**src/hw/pmc_pkg.sv**
```systemverilog
package pmc_pkg;

   // ----------------------------------------
   // register map
   // ----------------------------------------
   localparam logic [7:0] PCTL_OFFSET = 8'h87;
   localparam int PCTL_IDLE_BIT = 0;
   localparam int PCTL_PDOWN_BIT = 1;
   localparam logic [7:0] PCTL_RESET = 8'h00;
   // bit 5 is reserved and reads zero
   localparam logic [7:0] PCTL_RW_MASK = 8'hDF;

   // ----------------------------------------
   // timing
   // ----------------------------------------
   localparam int CLK_PERIOD_NS = 20;
   localparam int OSC_SETTLE_NS = 10000;
   // least time, so round up to whole cycles
   localparam int OSC_SETTLE_CYCLES = (OSC_SETTLE_NS + CLK_PERIOD_NS - 1) / CLK_PERIOD_NS;

   // ----------------------------------------
   // sizes
   // ----------------------------------------
   localparam int EXT_INT_COUNT = 2;
   localparam int KBI_COUNT = 8;

   // ----------------------------------------
   // types
   // ----------------------------------------
   typedef enum logic [1:0] {st_run, st_idle, st_pdown, st_osc_wait} pmc_state_t;

   typedef enum logic [2:0] {
      src_none, src_irq, src_ext, src_kbi, src_bod, src_wdt, src_reset
   } pmc_wake_src_t;

   // reset requests from the reset controller, one cycle pulses
   typedef struct packed {
      logic ext_pin;
      logic power_on;
      logic brownout;
      logic watchdog;
      logic software;
   } pmc_rst_req_t;

   // clock gates and freeze controls toward the core
   typedef struct packed {
      logic cpu_clk_en;
      logic periph_clk_en;
      logic flash_clk_en;
      logic pc_hold;
      logic fetch_block;
      logic port_hold;
   } pmc_clk_ctl_t;

endpackage

```
**src/hw/pmc_sync.sv**
```systemverilog
`timescale 1ns/1ps
// three flop synchroniser; the output moves only when stages two and three agree
module pmc_sync #(
   parameter int WIDTH = 1
) (
   // clock and reset
   input wire logic clk,
   input wire logic rst_n,
   // data
   input wire logic [WIDTH-1:0] d,
   output logic [WIDTH-1:0] q
);
   logic [WIDTH-1:0] s1, s2, s3;

   initial begin
      if (WIDTH < 1) $error("pmc_sync: WIDTH must be at least 1");
   end

   // s1 feeds s2 only; filtering looks at s2 and s3
   always_ff @(posedge clk) begin
      if (!rst_n) begin
         s1 <= '0;
         s2 <= '0;
         s3 <= '0;
         q <= '0;
      end else begin
         s1 <= d;
         s2 <= s1;
         s3 <= s2;
         q <= (s2 & s3) | (q & (s2 | s3));
      end
   end
endmodule

```
**src/hw/pmc_settle.sv**
```systemverilog
`timescale 1ns/1ps
// counts the oscillator settling time after a restart
module pmc_settle #(
   parameter int CYCLES = pmc_pkg::OSC_SETTLE_CYCLES
) (
   // clock and reset
   input wire logic clk,
   input wire logic rst_n,
   // control
   input wire logic start,
   input wire logic abort,
   output logic done
);
   import pmc_pkg::*;
   localparam int CW = $clog2(CYCLES + 1);
   localparam logic [CW-1:0] LAST = CW'(CYCLES - 1);
   logic [CW-1:0] count;
   logic running;

   initial begin
      if (CYCLES < 1) $error("pmc_settle: CYCLES must be at least 1");
   end

   assign done = running && (count == LAST);

   // start restarts the count; done is high in the last counted cycle
   always_ff @(posedge clk) begin
      if (!rst_n || abort) begin
         running <= 1'b0;
         count <= '0;
      end else if (start) begin
         running <= 1'b1;
         count <= '0;
      end else if (done) begin
         running <= 1'b0;
      end else if (running) begin
         count <= count + CW'(1);
      end
   end
endmodule

```
**src/hw/pmc_top.sv**
```systemverilog
`timescale 1ns/1ps
module pmc_top #(
   parameter int EXT_N = pmc_pkg::EXT_INT_COUNT,
   parameter int KBI_N = pmc_pkg::KBI_COUNT,
   parameter int SETTLE_CYCLES = pmc_pkg::OSC_SETTLE_CYCLES
) (
   // clock and reset
   input wire logic clk,
   input wire logic rst_n,
   // register port
   input wire logic [7:0] reg_addr,
   input wire logic [7:0] reg_wdata,
   input wire logic reg_wr,
   input wire logic reg_rd,
   output logic [7:0] reg_rdata,
   // interrupt controller, same clock
   input wire logic irq_pending,
   input wire logic global_int_en,
   input wire logic [EXT_N-1:0] ext_int_en,
   input wire logic [KBI_N-1:0] kbi_en,
   input wire logic brownout_det_en,
   // asynchronous wake sources
   input wire logic [EXT_N-1:0] ext_int_pin,
   input wire logic [KBI_N-1:0] kbi_pin,
   input wire logic brownout_irq,
   input wire logic watchdog_irq,
   // reset controller requests
   input wire pmc_pkg::pmc_rst_req_t rst_req,
   // core controls
   output pmc_pkg::pmc_clk_ctl_t clk_ctl,
   output logic osc_enable,
   output logic watchdog_clear,
   output logic wake_vector,
   output pmc_pkg::pmc_wake_src_t wake_src,
   output logic cpu_restart
);
   import pmc_pkg::*;

   // ----------------------------------------
   // parameter checks
   // ----------------------------------------
   initial begin
      if (EXT_N < 1 || EXT_N > 8) $error("pmc_top: EXT_N out of range");
      if (KBI_N < 1 || KBI_N > 8) $error("pmc_top: KBI_N out of range");
      if (SETTLE_CYCLES < 1) $error("pmc_top: SETTLE_CYCLES below one");
   end

   // ----------------------------------------
   // synchronised wake sources
   // ----------------------------------------
   localparam int SW = EXT_N + KBI_N + 2;
   logic [SW-1:0] wake_sync;
   logic [EXT_N-1:0] ext_s;
   logic [KBI_N-1:0] kbi_s;
   logic bod_s, wdt_s;

   pmc_sync #(.WIDTH(SW)) u_sync (
      .clk(clk),
      .rst_n(rst_n),
      .d({ext_int_pin, kbi_pin, brownout_irq, watchdog_irq}),
      .q(wake_sync)
   );

   assign {ext_s, kbi_s, bod_s, wdt_s} = wake_sync;

   // ----------------------------------------
   // state and held context
   // ----------------------------------------
   pmc_state_t state, next_state;
   logic [7:0] pctl;
   logic [KBI_N-1:0] kbi_ref;
   logic bod_armed;
   logic settle_done;

   // ----------------------------------------
   // register decode
   // ----------------------------------------
   wire pctl_wr = reg_wr && (reg_addr == PCTL_OFFSET);
   wire pctl_rd = reg_rd && (reg_addr == PCTL_OFFSET);
   wire wr_pdown = pctl_wr && reg_wdata[PCTL_PDOWN_BIT];
   // power-down takes precedence when both bits are written
   wire wr_idle = pctl_wr && reg_wdata[PCTL_IDLE_BIT] && !reg_wdata[PCTL_PDOWN_BIT];
   wire entering = (state == st_run) && (wr_pdown || wr_idle);

   // ----------------------------------------
   // wake and reset qualification
   // ----------------------------------------
   wire [EXT_N-1:0] ext_qual = ext_s & ext_int_en & {EXT_N{global_int_en}};
   // a change away from the level seen at entry is the only edge that wakes
   wire [KBI_N-1:0] kbi_qual = (kbi_s ^ kbi_ref) & kbi_en;
   wire pd_wake = (|ext_qual) || (|kbi_qual) || bod_s || wdt_s;
   wire rst_any = rst_req.ext_pin || rst_req.power_on || rst_req.watchdog || rst_req.brownout;
   // brownout reset only reaches a core in st_pdown when detection was armed
   wire rst_pd = rst_req.ext_pin || rst_req.power_on || rst_req.watchdog
      || (rst_req.brownout && bod_armed);
   wire rst_cold = rst_req.ext_pin || rst_req.power_on;

   // raw path from pins: no clock edge needed to start the oscillator again
   wire raw_wake = (|(ext_int_pin & ext_int_en & {EXT_N{global_int_en}}))
      || (|((kbi_pin ^ kbi_ref) & kbi_en)) || brownout_irq || watchdog_irq;

   // ----------------------------------------
   // next state
   // ----------------------------------------
   always_comb begin
      next_state = state;
      case (state)
         st_run: begin
            if (wr_pdown) begin
               next_state = st_pdown;
            end else if (wr_idle) begin
               next_state = st_idle;
            end
         end
         st_idle: begin
            // peripherals still run, so any enabled interrupt or any reset but the software one resumes
            if (irq_pending || rst_any) begin
               next_state = st_run;
            end
         end
         st_pdown: begin
            if (rst_pd) begin
               next_state = st_run;
            end else if (pd_wake) begin
               next_state = st_osc_wait;
            end
         end
         st_osc_wait: begin
            // never back to idle, even if idle was also requested
            if (rst_any || settle_done) begin
               next_state = st_run;
            end
         end
         default: next_state = st_run;
      endcase
   end

   // ----------------------------------------
   // settle timer
   // ----------------------------------------
   pmc_settle #(.CYCLES(SETTLE_CYCLES)) u_settle (
      .clk(clk),
      .rst_n(rst_n),
      .start(state == st_pdown && next_state == st_osc_wait),
      .abort(state != st_osc_wait && state != st_pdown),
      .done(settle_done)
   );

   // ----------------------------------------
   // state, entry context
   // ----------------------------------------
   always_ff @(posedge clk) begin
      if (!rst_n) begin
         state <= st_run;
         kbi_ref <= '0;
         bod_armed <= 1'b0;
      end else begin
         state <= next_state;
         if (wr_pdown && state == st_run) begin
            kbi_ref <= kbi_s;
            bod_armed <= brownout_det_en;
         end
      end
   end

   // ----------------------------------------
   // power control register
   // ----------------------------------------
   // hardware clears a request bit on the way back to run; a write, the set,
   // takes precedence over that clear in the same cycle, so it can never be lost to it
   wire leaving = (state != st_run) && (next_state == st_run);
   logic [7:0] next_pctl;
   always_comb begin
      next_pctl = pctl;
      if (leaving) begin
         next_pctl[PCTL_PDOWN_BIT] = 1'b0;
         next_pctl[PCTL_IDLE_BIT] = 1'b0;
      end
      if (pctl_wr) begin
         next_pctl = (reg_wdata & PCTL_RW_MASK);
         if (reg_wdata[PCTL_PDOWN_BIT]) begin
            next_pctl[PCTL_IDLE_BIT] = 1'b0;
         end
      end
   end

   always_ff @(posedge clk) begin
      if (!rst_n) begin
         pctl <= PCTL_RESET;
      end else begin
         pctl <= next_pctl;
      end
   end

   // read data stand only in the cycle after the strobe; unmapped reads zero
   always_ff @(posedge clk) begin
      if (!rst_n) begin
         reg_rdata <= 8'h00;
      end else begin
         reg_rdata <= pctl_rd ? (pctl & PCTL_RW_MASK) : 8'h00;
      end
   end

   // ----------------------------------------
   // clock gates and freeze
   // ----------------------------------------
   // gated in the same cycle as the write, so the writer is the last instruction
   wire deep = (state == st_pdown) || (state == st_osc_wait);
   assign clk_ctl.cpu_clk_en = (state == st_run) && !entering;
   assign clk_ctl.fetch_block = !clk_ctl.cpu_clk_en;
   assign clk_ctl.pc_hold = !clk_ctl.cpu_clk_en;
   assign clk_ctl.periph_clk_en = !deep && !(state == st_run && wr_pdown);
   assign clk_ctl.flash_clk_en = clk_ctl.periph_clk_en;
   assign clk_ctl.port_hold = (state != st_run);
   // combinational from the pins: the oscillator restarts with clk stopped
   assign osc_enable = (state != st_pdown) || raw_wake;

   // ----------------------------------------
   // wake reporting and watchdog clear
   // ----------------------------------------
   pmc_wake_src_t next_src;
   always_comb begin
      next_src = src_none;
      if (rst_any) begin
         next_src = src_reset;
      end else if (state == st_idle) begin
         next_src = src_irq;
      end else if (|ext_qual) begin
         next_src = src_ext;
      end else if (|kbi_qual) begin
         next_src = src_kbi;
      end else if (bod_s) begin
         next_src = src_bod;
      end else if (wdt_s) begin
         next_src = src_wdt;
      end
   end

   wire wake_edge = (state == st_idle || state == st_pdown) && (next_state != state);

   always_ff @(posedge clk) begin
      if (!rst_n) begin
         watchdog_clear <= 1'b0;
         wake_vector <= 1'b0;
         wake_src <= src_none;
         cpu_restart <= 1'b0;
      end else begin
         watchdog_clear <= entering || wake_edge;
         // the core vectors to the waking routine, then returns after the sleep write
         wake_vector <= leaving && !rst_any;
         cpu_restart <= leaving && rst_cold;
         if (wake_edge) begin
            wake_src <= next_src;
         end
      end
   end
endmodule

```
**config.mk**
```make
export PLATFORM = sky130hd
export DESIGN_NAME = pmc_top
export DESIGN_NICKNAME = d
export VERILOG_FILES = /design/src/hw/pmc_pkg.sv /design/src/hw/pmc_sync.sv /design/src/hw/pmc_settle.sv /design/src/hw/pmc_top.sv
export SDC_FILE = /design/constraint.sdc
export NUM_CORES = 1
export LEC_CHECK = 0
export ABC_AREA = 1
export BUFFER_PORTS_ARGS = -buffer_cell sky130_fd_sc_hd__buf_2
export CORE_MARGIN = 4
export CORE_UTILIZATION = 40
export DETAILED_ROUTE_END_ITERATION = 7
export PLACE_DENSITY_LB_ADDON = 0.15
export SYNTH_ARGS = -nofsm -noshare
export SYNTH_HDL_FRONTEND = slang
export SYNTH_SLANG_ARGS = --single-unit
export TNS_END_PERCENT = 50
```
**constraint.sdc**
```tcl
create_clock -name clk -period 4.75 [get_ports clk]
set_clock_uncertainty 0.05 [all_clocks]
set_input_delay 0.2375 -clock clk [delete_from_list [all_inputs] [get_ports clk]]
set_output_delay 0.2375 -clock clk [all_outputs]
set_load 0.05 [all_outputs]
```
; After elaboration in Yosys (flattened, before gate mapping)
; Index checks and enable logic that the tools add are counted.
; Widths: inputs -> output; s select.
[classes]
n_addsub = 1
eq_ne = 9
n_mux = 18
bitwise_logic = 13
reduce_logical = 54
[op_table]
columns = cell, n
row1 = $and 12x12->12, 2
row2 = $or 12x12->12, 2
row3 = $logic_or 1x1->1, 18
row4 = $mux 3, 6
row5 = $logic_and 1x1->1, 17
row6 = $and 8x8->8, 2
row7 = $mux 2, 8
row8 = $reduce_or 8->1, 2
row9 = $xor 8x8->8, 2
row10 = $add 9x1->9 const B, 1
row11 = $eq 9x9->1 const B, 1
row12 = $and 2x2->2, 4
row13 = $eq 8x8->1 const B, 1
row14 = $pmux 2 s4, 1
row15 = $logic_not 1->1, 7
row16 = $eq 2x2->1 const B, 3
row17 = $reduce_bool 2->1, 3
row18 = $reduce_or 2->1, 3
row19 = $logic_not 2->1, 2
row20 = $ne 2x2->1 const B, 2
row21 = $reduce_and 2->1, 2
row22 = $mux 1, 3
row23 = $eq 2x1->1 const B, 1
row24 = $ne 2x2->1, 1
row25 = $not 1->1, 1
[word_totals]
regBits = 90
in_bits = 50
wordCells = 112

; Logic depth before layout (Yosys ltp)
; Gate-level depths: netlist of the first run.
[logic_depth]
ltp_word = 13
depth_mapped = 16
ltp_nobuf = 16

; Hierarchy
; From an unflattened synthesis of the first run, not the netlist that was laid out.
[hier_totals]
hier_cells = 517
area_unflattened_um2 = 3794.9
[by_module_without_submodules]
columns = mod, instances, cells_per_inst, area_each_um2
row1 = pmc_top, 1, 265, 1774.2
row2 = pmc_sync, 1, 161, 1428.9
row3 = pmc_settle, 1, 91, 591.8

; Worst setup path before layout of the first run
; Ideal clock, no wire load.
[synth_timing]
path_type = flip-flop to output port
from = reg state[0]
to = out clk_ctl[4] in the netlist's numbering
arrival_ns = 2.868
required_ns = 4.463
slack_ns = 1.594
path_stages_with_launch = 8
path_buffers = 2
path_cell_list = dfxtp_1 -> inv_1 -> ha_1 -> inv_1 -> nor2_2 -> buf_2 -> nor3_1 -> buf_4
[synth_rtl]
columns = element, line
row1 = start: declaration, pmc_top.sv:69  ; pmc_state_t state, next_state;
row2 = start signal: assignment, pmc_top.sv:154  ; state <= st_run;
row3 = start signal: assignment, pmc_top.sv:158  ; state <= next_state;
row4 = end: declaration, pmc_top.sv:30  ; output pmc_pkg::pmc_clk_ctl_t clk_ctl,

==> out/results.txt, run 1 <==
The flow ran to the end, and the final reports show no timing, DRC or antenna violations. The tools report the critical register-to-register path startpoint as state[0]. The via count of the first global-routing pass is 2879, and the total standard cell area after synthesis is 3689 µm². The maximum number of pins on one net before global-route repair came out at 65.

The run gives 0 as the count of synthesis-stage warnings from yosys. The worst hold path passes through 3 cells. In the routed design, unresolved DRC markers number 0. No sink is reached through more buffers than the 2 on the longest clock path. In the finished design, the share of the clock period the worst path needs comes to 51.28%. The run gives 0.4105 GHz as the achievable frequency. STA classifies the critical path startpoint as a flop. The H-tree was split into 3 levels. The global placer's final weighted congestion is 0.7851. The mean area per synthesized cell came out at 7.512 µm². The maximum fanout count along the critical path was 16.

The tool flagged a number of max-cap violations equal to 0. The tools report the initial antenna violation count as 0. After synthesis, the largest family of logic cells by area is simple AND/OR/NAND/NOR gates. For the sum of negative setup slack, the log shows 0 ns.

On the critical path, the stage with the largest delay is an instance of sky130_fd_sc_hd__nor2_2. Synthesis handed over a netlist of 491 instances. The detailed-route wire length per cell is 10.88 µm, and the clock insertion delay at the later pin of the skew report is 0.35 ns.

In this run the remaining antenna-violating nets after routing total 0. The number of failing hold endpoints at the final stage was 0; the final wirelength was 7.299 mm. Of the synthesized area, sequential elements account for 48.30%. The clock net in this run drives a total of 89 sinks. Counting cells, the worst reg-to-reg path comes to 7.

The critical path goes through inv_1 > ha_1 > inv_1 > nor2_2 > nor3_1 > buf_2. Leading cell type in the layout, fill and taps excluded: sky130_fd_sc_hd__nand2_1. The type of the worst setup path was flop to output pin. The total CTS buffers is 9, and the layout-stage area growth over the synthesis result is 16.42%. The finished layout holds 671 standard cells, fillers aside. Data arrives at the worst endpoint at 2.15 ns.

The number of buffers inserted by port buffering came out at 67. The number of hold-repair buffers added at the cts stage is 0, and the worst supply voltage drop on vdd is 0.0001365 V. Pin placement for this block handled 71 I/O pins. The via count of the routed design is 3056, and the complex-gate fraction of the synthesized area is 9.905%. The worst path meets setup with 2.314 ns of slack. The first routing iteration left 133 violations. Counting flops and latches in the post-synthesis netlist gives 89.

Of the total synthesized cell area, the portion taken by AND, OR, NAND and NOR gates is 29.04%. The effective utilization at floorplan was 41.69%. The tools report the floorplan die area as 10820 µm². Terminus of the critical flop-to-flop path: bod_armed.

The design draws 0.001316 W. Summed over all cells, the static leakage comes to 2.115 nW. The measured slew at the worst slew-check pin is 0.6785 ns. The cell with the most instances on the worst path is sky130_fd_sc_hd__inv_1. In the global route stage, met1 resource usage came out at 17.53%. The adder and majority gate portion of the synthesized area came out at 2.035%. Multiplexer cells account for 0% of the synthesized area. For this run, the post-layout net count is 614. The power per cell area was 306.5 nW/µm²; the fraction of final layout cells sized beyond drive strength 1 was 20.78%. In this run the standard cell core region covers 8848 µm². The HPWL after detailed placement is 5.425 mm.

Setup repair after global routing left no endpoint under its margin. The number of different library cells used by synthesis comes to 33. The busiest layer in global routing is met2.

After clock tree synthesis, the clock-pin slew on the worst setup and hold paths is 0.09 ns. The worst path needs 2.436 ns of the cycle, external delays included. The floorplan step set the die height to 104.0 µm. Across every metal layer, demand over resource in global routing totals 14.17%. The run gives 547 as the number of nets produced by synthesis. The clock tree root buffer cell is sky130_fd_sc_hd__clkbuf_8. The tools report the number of max-slew violations in the final report as 0. For flop-to-flop paths, the worst setup slack is 2.67 ns. Using the TritonRoute via totals, the vias-per-cell ratio works out to 4.554. In the layout the commonest cells are 105 x sky130_fd_sc_hd__nand2_1, 89 x sky130_fd_sc_hd__dfxtp_1, 77 x sky130_fd_sc_hd__inv_1. The final design utilization is 48.53%.

TritonCTS built the clock tree. The worst setup path is captured at an output pin. Type of the tightest min-delay check: primary input to flop. The logs give 3.352% for the met3 usage and 0 for the total congestion overflow after global routing. After detailed placement, the design holds a cell count of 655. The delay of the slowest critical-path stage works out to 0.55 ns. In this run the most critical hold path is launched from ext_int_pin[0]. The synthesized netlist devotes 0.7123% of its cell area to XOR and XNOR gates.

After floorplanning, the core was divided into 34 placement rows. The horizontal die dimension is 104.0 µm, and the global-route wire length before repair is 12.74 mm. Worst min-delay path endpoint: u_sync.s1[10].

At the placement stage, the worst setup path has a slack of 2.553 ns. The number of antenna diodes in the final layout is 0. Setup violations remaining at the end of the flow were counted as 0. The run gives 0 as the number of resized instances in the post-cts repair step. The tools report the met2 track demand over resource as 23.72%. The logs give 4 for the total iterations of the first detailed-routing run and 4.46 ns for the required time reported for the critical path endpoint.

The number of setup buffers added after CTS is 0. Worst slew slack as a fraction of its limit: 54.72%.
-- report_power, final --
part	total (W)	leakage (nW)	switching [W]	internal [W]
Sequential	0.000763	0.723	0.00000537	0.000758
Combinational	0.0000613	1.30	0.0000359	0.0000255
Clock	0.000491	0.0924	0.000270	0.000222
Total	0.00132	2.12	0.000311	0.00101
-- stage by stage --
step	area [µm²]	hold slack, ns
after detailed placement	4105	0.3469
after global routing	4294	0.03522
after CTS	4294	0.01050
after floorplan	3689	0.2810
after global placement	4105	0.3422
final	4294	0.02878
-- cells in the mapped netlist --
| cell | count | area [µm²] |
|---|---|---|
| sky130_fd_sc_hd__nor2_4 | 3 | 33.78 |
| sky130_fd_sc_hd__ha_1 | 6 | 75.07 |
| sky130_fd_sc_hd__nor2_2 | 4 | 25.02 |
| sky130_fd_sc_hd__inv_2 | 3 | 11.26 |
| sky130_fd_sc_hd__a211oi_1 | 5 | 37.54 |
| sky130_fd_sc_hd__dfxtp_1 | 89 | 1782 |
| sky130_fd_sc_hd__buf_2 | 1 | 5.000 |
| sky130_fd_sc_hd__or2_0 | 2 | 12.51 |
| sky130_fd_sc_hd__o21a_1 | 1 | 7.510 |
| sky130_fd_sc_hd__buf_1 | 2 | 7.510 |
| sky130_fd_sc_hd__nor3_2 | 2 | 20.02 |
| sky130_fd_sc_hd__nor3_1 | 3 | 15.01 |
| sky130_fd_sc_hd__nor2_1 | 60 | 225.2 |
| sky130_fd_sc_hd__o21ai_0 | 28 | 140.1 |
| sky130_fd_sc_hd__clkinv_1 | 1 | 3.750 |
| sky130_fd_sc_hd__inv_1 | 77 | 289.0 |
| sky130_fd_sc_hd__nand2_2 | 7 | 43.79 |
| sky130_fd_sc_hd__or2_1 | 1 | 6.260 |
| sky130_fd_sc_hd__xor2_1 | 3 | 26.28 |
| sky130_fd_sc_hd__or2_2 | 2 | 12.51 |
| sky130_fd_sc_hd__nor4_1 | 1 | 6.260 |
| sky130_fd_sc_hd__nand2_4 | 4 | 45.04 |
| sky130_fd_sc_hd__a21oi_1 | 33 | 165.2 |
| sky130_fd_sc_hd__conb_1 | 1 | 3.750 |
| sky130_fd_sc_hd__a31oi_1 | 1 | 6.260 |
| sky130_fd_sc_hd__nand4_1 | 5 | 31.28 |
| sky130_fd_sc_hd__nand3_2 | 3 | 30.03 |
| sky130_fd_sc_hd__buf_4 | 4 | 30.03 |
| sky130_fd_sc_hd__nand3_1 | 24 | 120.1 |
| sky130_fd_sc_hd__nor3b_2 | 4 | 50.05 |
| sky130_fd_sc_hd__clkbuf_1 | 5 | 18.77 |
| sky130_fd_sc_hd__a21oi_2 | 1 | 8.760 |
| sky130_fd_sc_hd__nand2_1 | 105 | 394.1 |
-- per-layer routing --
metal / share of wire (%) / up-vias / wire, µm
met5: 0 / - / 0
met4: 1.5 / 0 / 112
met3: 4.5 / 8 / 330
met2: 45 / 56 / 3320
met1: 48 / 1345 / 3535
li1: - / 1647 / -
-- flip-flops by register name, summed over array words and instances (netlist names), 2 cells and up --
register	cells
state	2
kbi_ref	8
u_sync.q	12
u_sync.s2	12
reg_rdata	7
u_settle.count	9
u_sync.s3	12
pctl	7
u_sync.s1	12
wake_src	3
-- cells by family (layout without fill, tap and decap cells) --
kind of cell	after synthesis	in the layout
XOR/XNOR	3	3
AND/OR/NAND/NOR	230	230
AO/OA/AOI/OAI	69	69
buffers and inverters	93	165
flip-flops	89	89
other	1	1
adder cells (fa/ha/maj)	6	6
-- how the worst max path moves through the flow --
stage / slack, ns / to / depth (start not counted) / start
floorplan: 1.59 / clk_ctl[4] / 7 / state[0]
global placement: 2.58 / clk_ctl[3] / 10 / reg_addr[6]
detailed placement: 2.55 / clk_ctl[3] / 9 / reg_addr[1]
CTS: 2.26 / clk_ctl[4] / 6 / state[0]
global route: 2.11 / clk_ctl[3] / 6 / state[0]
finish: 2.31 / clk_ctl[4] / 6 / state[0]
-- worst max-delay path, delay by kind of cell (launching register included) --
kind,cells,cell delay (ns)
fa+ha+maj,1,0.22
buf+inv,3,0.52
flops,1,0.37
simple gates,2,0.70
-- final cells by class --
type | instances | area, µm²
fill | 934 | 4554
sequential | 89 | 1782
multi-input combinational | 309 | 1541
timing repair buffer | 68 | 342.8
inverter | 81 | 304.0
clock buffer | 11 | 151.4
tap | 108 | 135.1
clock inverter | 5 | 37.54
(Power assumes the default switching activity.)
==> run 2: changes to the inputs <==
--- a/config.mk
+++ b/config.mk
@@ -5,7 +5,7 @@
 export SDC_FILE = /design/constraint.sdc
 export NUM_CORES = 1
 export LEC_CHECK = 0
-export ABC_AREA = 1
+export ABC_AREA = 0
 export BUFFER_PORTS_ARGS = -buffer_cell sky130_fd_sc_hd__buf_2
 export CORE_MARGIN = 4
 export CORE_UTILIZATION = 40
==> constraint.sdc (replaced) <==
create_clock -name clk -period 2.55 [get_ports clk]
set_clock_uncertainty 0.05 [all_clocks]
set_input_delay 0.1275 -clock clk [delete_from_list [all_inputs] [get_ports clk]]
set_output_delay 0.1275 -clock clk [all_outputs]
set_load 0.05 [all_outputs]
==> run 2 against run 1 <==
Sequential share of layout area is 1.2 points lower. Design area is 3.1% higher. Largest power group unchanged. Register-to-register slack worse by 2.4 ns. Routed wire length is 6.3% higher. Area after synthesis is 3.3% lower. Global-route usage is 1.6 points higher. Largest cell class unchanged.
==> out/results.txt, run 2 <==
In this run the mean area of a mapped cell was 9.484 µm². The number of nets in the layout is 523, and the total standard cell area after synthesis is 3566 µm². CTS placed an instance of sky130_fd_sc_hd__clkbuf_8 at the clock tree root. For the remaining antenna violation count after routing, the log shows 0.

The via count of the first global-routing pass was 2792. Wires add up to 7.762 mm. Detailed routing inserted a total of 2845 vias. Hold timing on the final database bottoms out at a slack of 0.03082 ns. Summing all placed instances gives a cell area of 4024 µm². TritonCTS built the clock tree. The worst setup path is captured at an output pin. The number of sinks on the clock net came out at 89. The fraction of final layout cells sized beyond drive strength 1 was 20.55%.

The core region is 8678 µm². The critical path crosses 5 cells after its start point. The slowest stage of the critical path belongs to the cell sky130_fd_sc_hd__dfxtp_1. The net switching share of the total power is 24.96%.

The kind of start point of the critical path was a flop. Final number of setup-violating endpoints: 0. The number of cells on the worst reg-to-reg path is 8. The layout-stage area growth over the synthesis result was 24.11%; the effective utilization at floorplan was 41.09%. In the routed design, unresolved DRC markers number 0. The startpoint identified for the worst hold timing path is rst_req[3]. The placement row count was 34; the data arrival time of the worst path was 2.22 ns.

Routability-driven placement finished with a final weighted congestion of 0.8523. The number of enable flip-flop cells after synthesis was 0; the H-tree depth was 3. For this run, asynchronously set or reset flops after synthesis account for 0%.

Once detailed placement completed, the half-perimeter wirelength came to 5.606 mm. The leading cell type in the layout, fill and taps excluded was sky130_fd_sc_hd__dfxtp_1. The tools report the number of violations reported at the end of detailed-routing iteration 0 as 113. For this design the total switching power over the nets is 0.0006580 W. Most common cell in the netlist: sky130_fd_sc_hd__dfxtp_1. For this run, the leading register cell type out of synthesis is sky130_fd_sc_hd__dfxtp_1. The worst-case IR drop observed on VDD is 0.0003109 V. Dividing the detail-routed via count by the number of cells gives 4.905.

The number of failing hold endpoints at the final stage is 0, and the hold path depth is 2. Yosys attributes the largest share of cell area to sky130_fd_sc_hd__dfxtp_1 50%, sky130_fd_sc_hd__and2_1 8.4%, sky130_fd_sc_hd__xor2_1 5.4%. The antenna diode count came out at 0.

The worst register-to-register path begins at state[1]. The largest single stage delay on the critical path is 0.46 ns. In this run the static leakage power is 1.938 nW. The biggest area contributor in the post-synthesis netlist is sky130_fd_sc_hd__dfxtp_1. After synthesis, the most frequently instantiated cells are 89 x sky130_fd_sc_hd__dfxtp_1, 48 x sky130_fd_sc_hd__and2_1, 37 x sky130_fd_sc_hd__nand2_1. The tools report the number of buffers between clock root and the deepest sink as 2.

The run gives 0 as the initial antenna violation count. The worst hold path belongs to the class primary input to flop. The count of synthesis-stage warnings from yosys was 0. In this run the power density over the cells is 595.8 nW/µm².

Total non-filler cell area in the finished layout: 4425 µm². The logs give 0 for the number of max-slew violations in the final report and 376 for the post-synthesis cell count. The flow ran to the end, and the final reports show no timing, DRC or antenna violations.

Entering global routing, the biggest net connects 31 pins. Setup total negative slack on the finished layout was measured at 0 ns. The floorplan die height was 102.4 µm.

Counting I/O delays and the setup requirement, the final critical path takes 2.399 ns. The top-area cell type share of the netlist area is 49.96%. The critical path goes through inv_1 > ha_1 > nand3_1 > and2_1 > buf_2. The clock insertion delay at the later pin of the skew report was 0.36 ns. Achievable frequency: 0.4169 GHz.

The run gives 4 as the total iterations of the first detailed-routing run. In the global route stage, overall resource usage came out at 15.81%. In the final routed layout, each cell accounts on average for 13.38 µm. Among cell families on the critical path, the largest total delay comes from simple AND/OR/NAND/NOR gates. The number of nets handed over by synthesis was 432. The tool flagged a number of max-cap violations equal to 0. Of the synthesized area, sequential elements account for 49.96%. TritonCTS created 9 clock buffers. The library cells used most frequently in the layout, excluding fill and tap cells, are 89 x sky130_fd_sc_hd__dfxtp_1, 67 x sky130_fd_sc_hd__buf_2, 48 x sky130_fd_sc_hd__and2_1.

Clock-pin slew was measured on the worst setup and hold paths at 0.09 ns. The clock network accounts for 37.7% of the total power. Together, buffers and inverters on the worst path number 2.

Global routing finished with a remaining overflow of 0. Pin placement for this block handled 71 I/O pins. For the worst setup path, the data required time is 2.37 ns. In this run the worst setup path begins at state[1]. Of all nets on the critical path, the largest fanout is 7. The run gives 54.0% as the share of total power in sequential cells. The tools report the number of unique standard cell types used by synthesis as 50.

Horizontal die dimension: 102.4 µm. The critical path in this run is classified as flop to output pin. Setup repair after global routing left no endpoint under its margin. The register bit total from synthesis was 89. Per report_power, the combinational group accounts for 8.3% of the total. In the finished design, the share of the clock period the worst path needs comes to 94.07%.

Number of buffers inserted by port buffering: 67. Cell internal power was estimated by the tool at 0.001978 W. The die covers 10490 µm². The first global-routing pass estimated 12.83 mm of wire.
-- run 2: changes by cell type after synthesis, moves of 10 or more --
cell and change:
sky130_fd_sc_hd__nand2_1 -68, sky130_fd_sc_hd__and2_1 +48, sky130_fd_sc_hd__nor2_1 -34, sky130_fd_sc_hd__mux2i_1 +10, sky130_fd_sc_hd__inv_1 -66, sky130_fd_sc_hd__nand3_1 -15, sky130_fd_sc_hd__xor2_1 +19
-- run 2: cell type report --
cell class | instances | area, µm²
Tap cell | 108 | 135.1
Fill cell | 835 | 4253
Multi-Input combinational cell | 262 | 1678
Sequential cell | 89 | 1782
Inverter | 11 | 41.29
Timing Repair Buffer | 94 | 585.6
Clock buffer | 10 | 127.6
Clock inverter | 6 | 76.32
-- run 2: stage by stage --
step	cells	setup slack (ns)	power, W	utilization (%)
after floorplan	376	0.3616	0.001569	-
after global placement	545	0.3128	0.001650	46.37
after detailed placement	545	0.2512	0.001652	46.37
after CTS	580	0.1584	0.002671	50.91
after global routing	580	0.006585	0.002756	50.99
final	580	0.1511	0.002637	50.99
-- run 2: cells by family (layout without fill, tap and decap cells) --
kind of cell             Yosys count  after routing  synth area share, %
XOR/XNOR                          24             24                5.895
AND/OR/NAND/NOR                  146            146                22.49
multiplexers                      10             10                2.807
flip-flops                        89             89                49.96
adder cells (fa/ha/maj)            6              6                2.105
buffers and inverters             25            121                3.193
other                              1              1               0.1052
AO/OA/AOI/OAI                     75             75                13.44
-- run 2: timing repair --
action / CTS / global route
setup buffers: 0 / 0
hold buffers: 19 / 0
resized for setup: 0 / 1
endpoints found under the hold margin: 19 / 0
endpoints found under the setup margin: 0 / 2
-- run 2: worst register-to-register path, delay by kind of cell (launching register included) --
family	cells	cell delay (ns)
AOI/OAI and AO/OA	3	0.72
DFF	1	0.46
adders and majority gates	1	0.36
buffers and inverters	2	0.33
and+or+nand+nor	2	0.27
-- run 2: power by group through the flow --
stage | Combinational, W | Clock [W] | Sequential (W)
after global placement | 0.000194 | 0 | 0.00146
after floorplan | 0.000110 | 0 | 0.00146
after global routing | 0.000239 | 0.00109 | 0.00143
after CTS | 0.000219 | 0.00103 | 0.00142
after detailed placement | 0.000196 | 0 | 0.00146
final | 0.000218 | 0.000995 | 0.00142
-- run 2: metal layers --
metal / track usage [%] / vias to the layer above / part of all wire (%)
met4: 6.761 / 0 / 2.5
met1: 19.88 / 1294 / 46
met3: 4.915 / 18 / 5.2
li1: - / 1460 / -
met2: 25.02 / 73 / 46
met5: 0 / - / 0
-- run 2: path summary, 6_finish.rpt --
kind                                      end  slack, ns
worst max-delay path               clk_ctl[3]       0.15
worst min-delay path              cpu_restart       0.03
worst max register to register    wake_vector       0.26
worst min register to register  u_sync.s2[10]       0.39
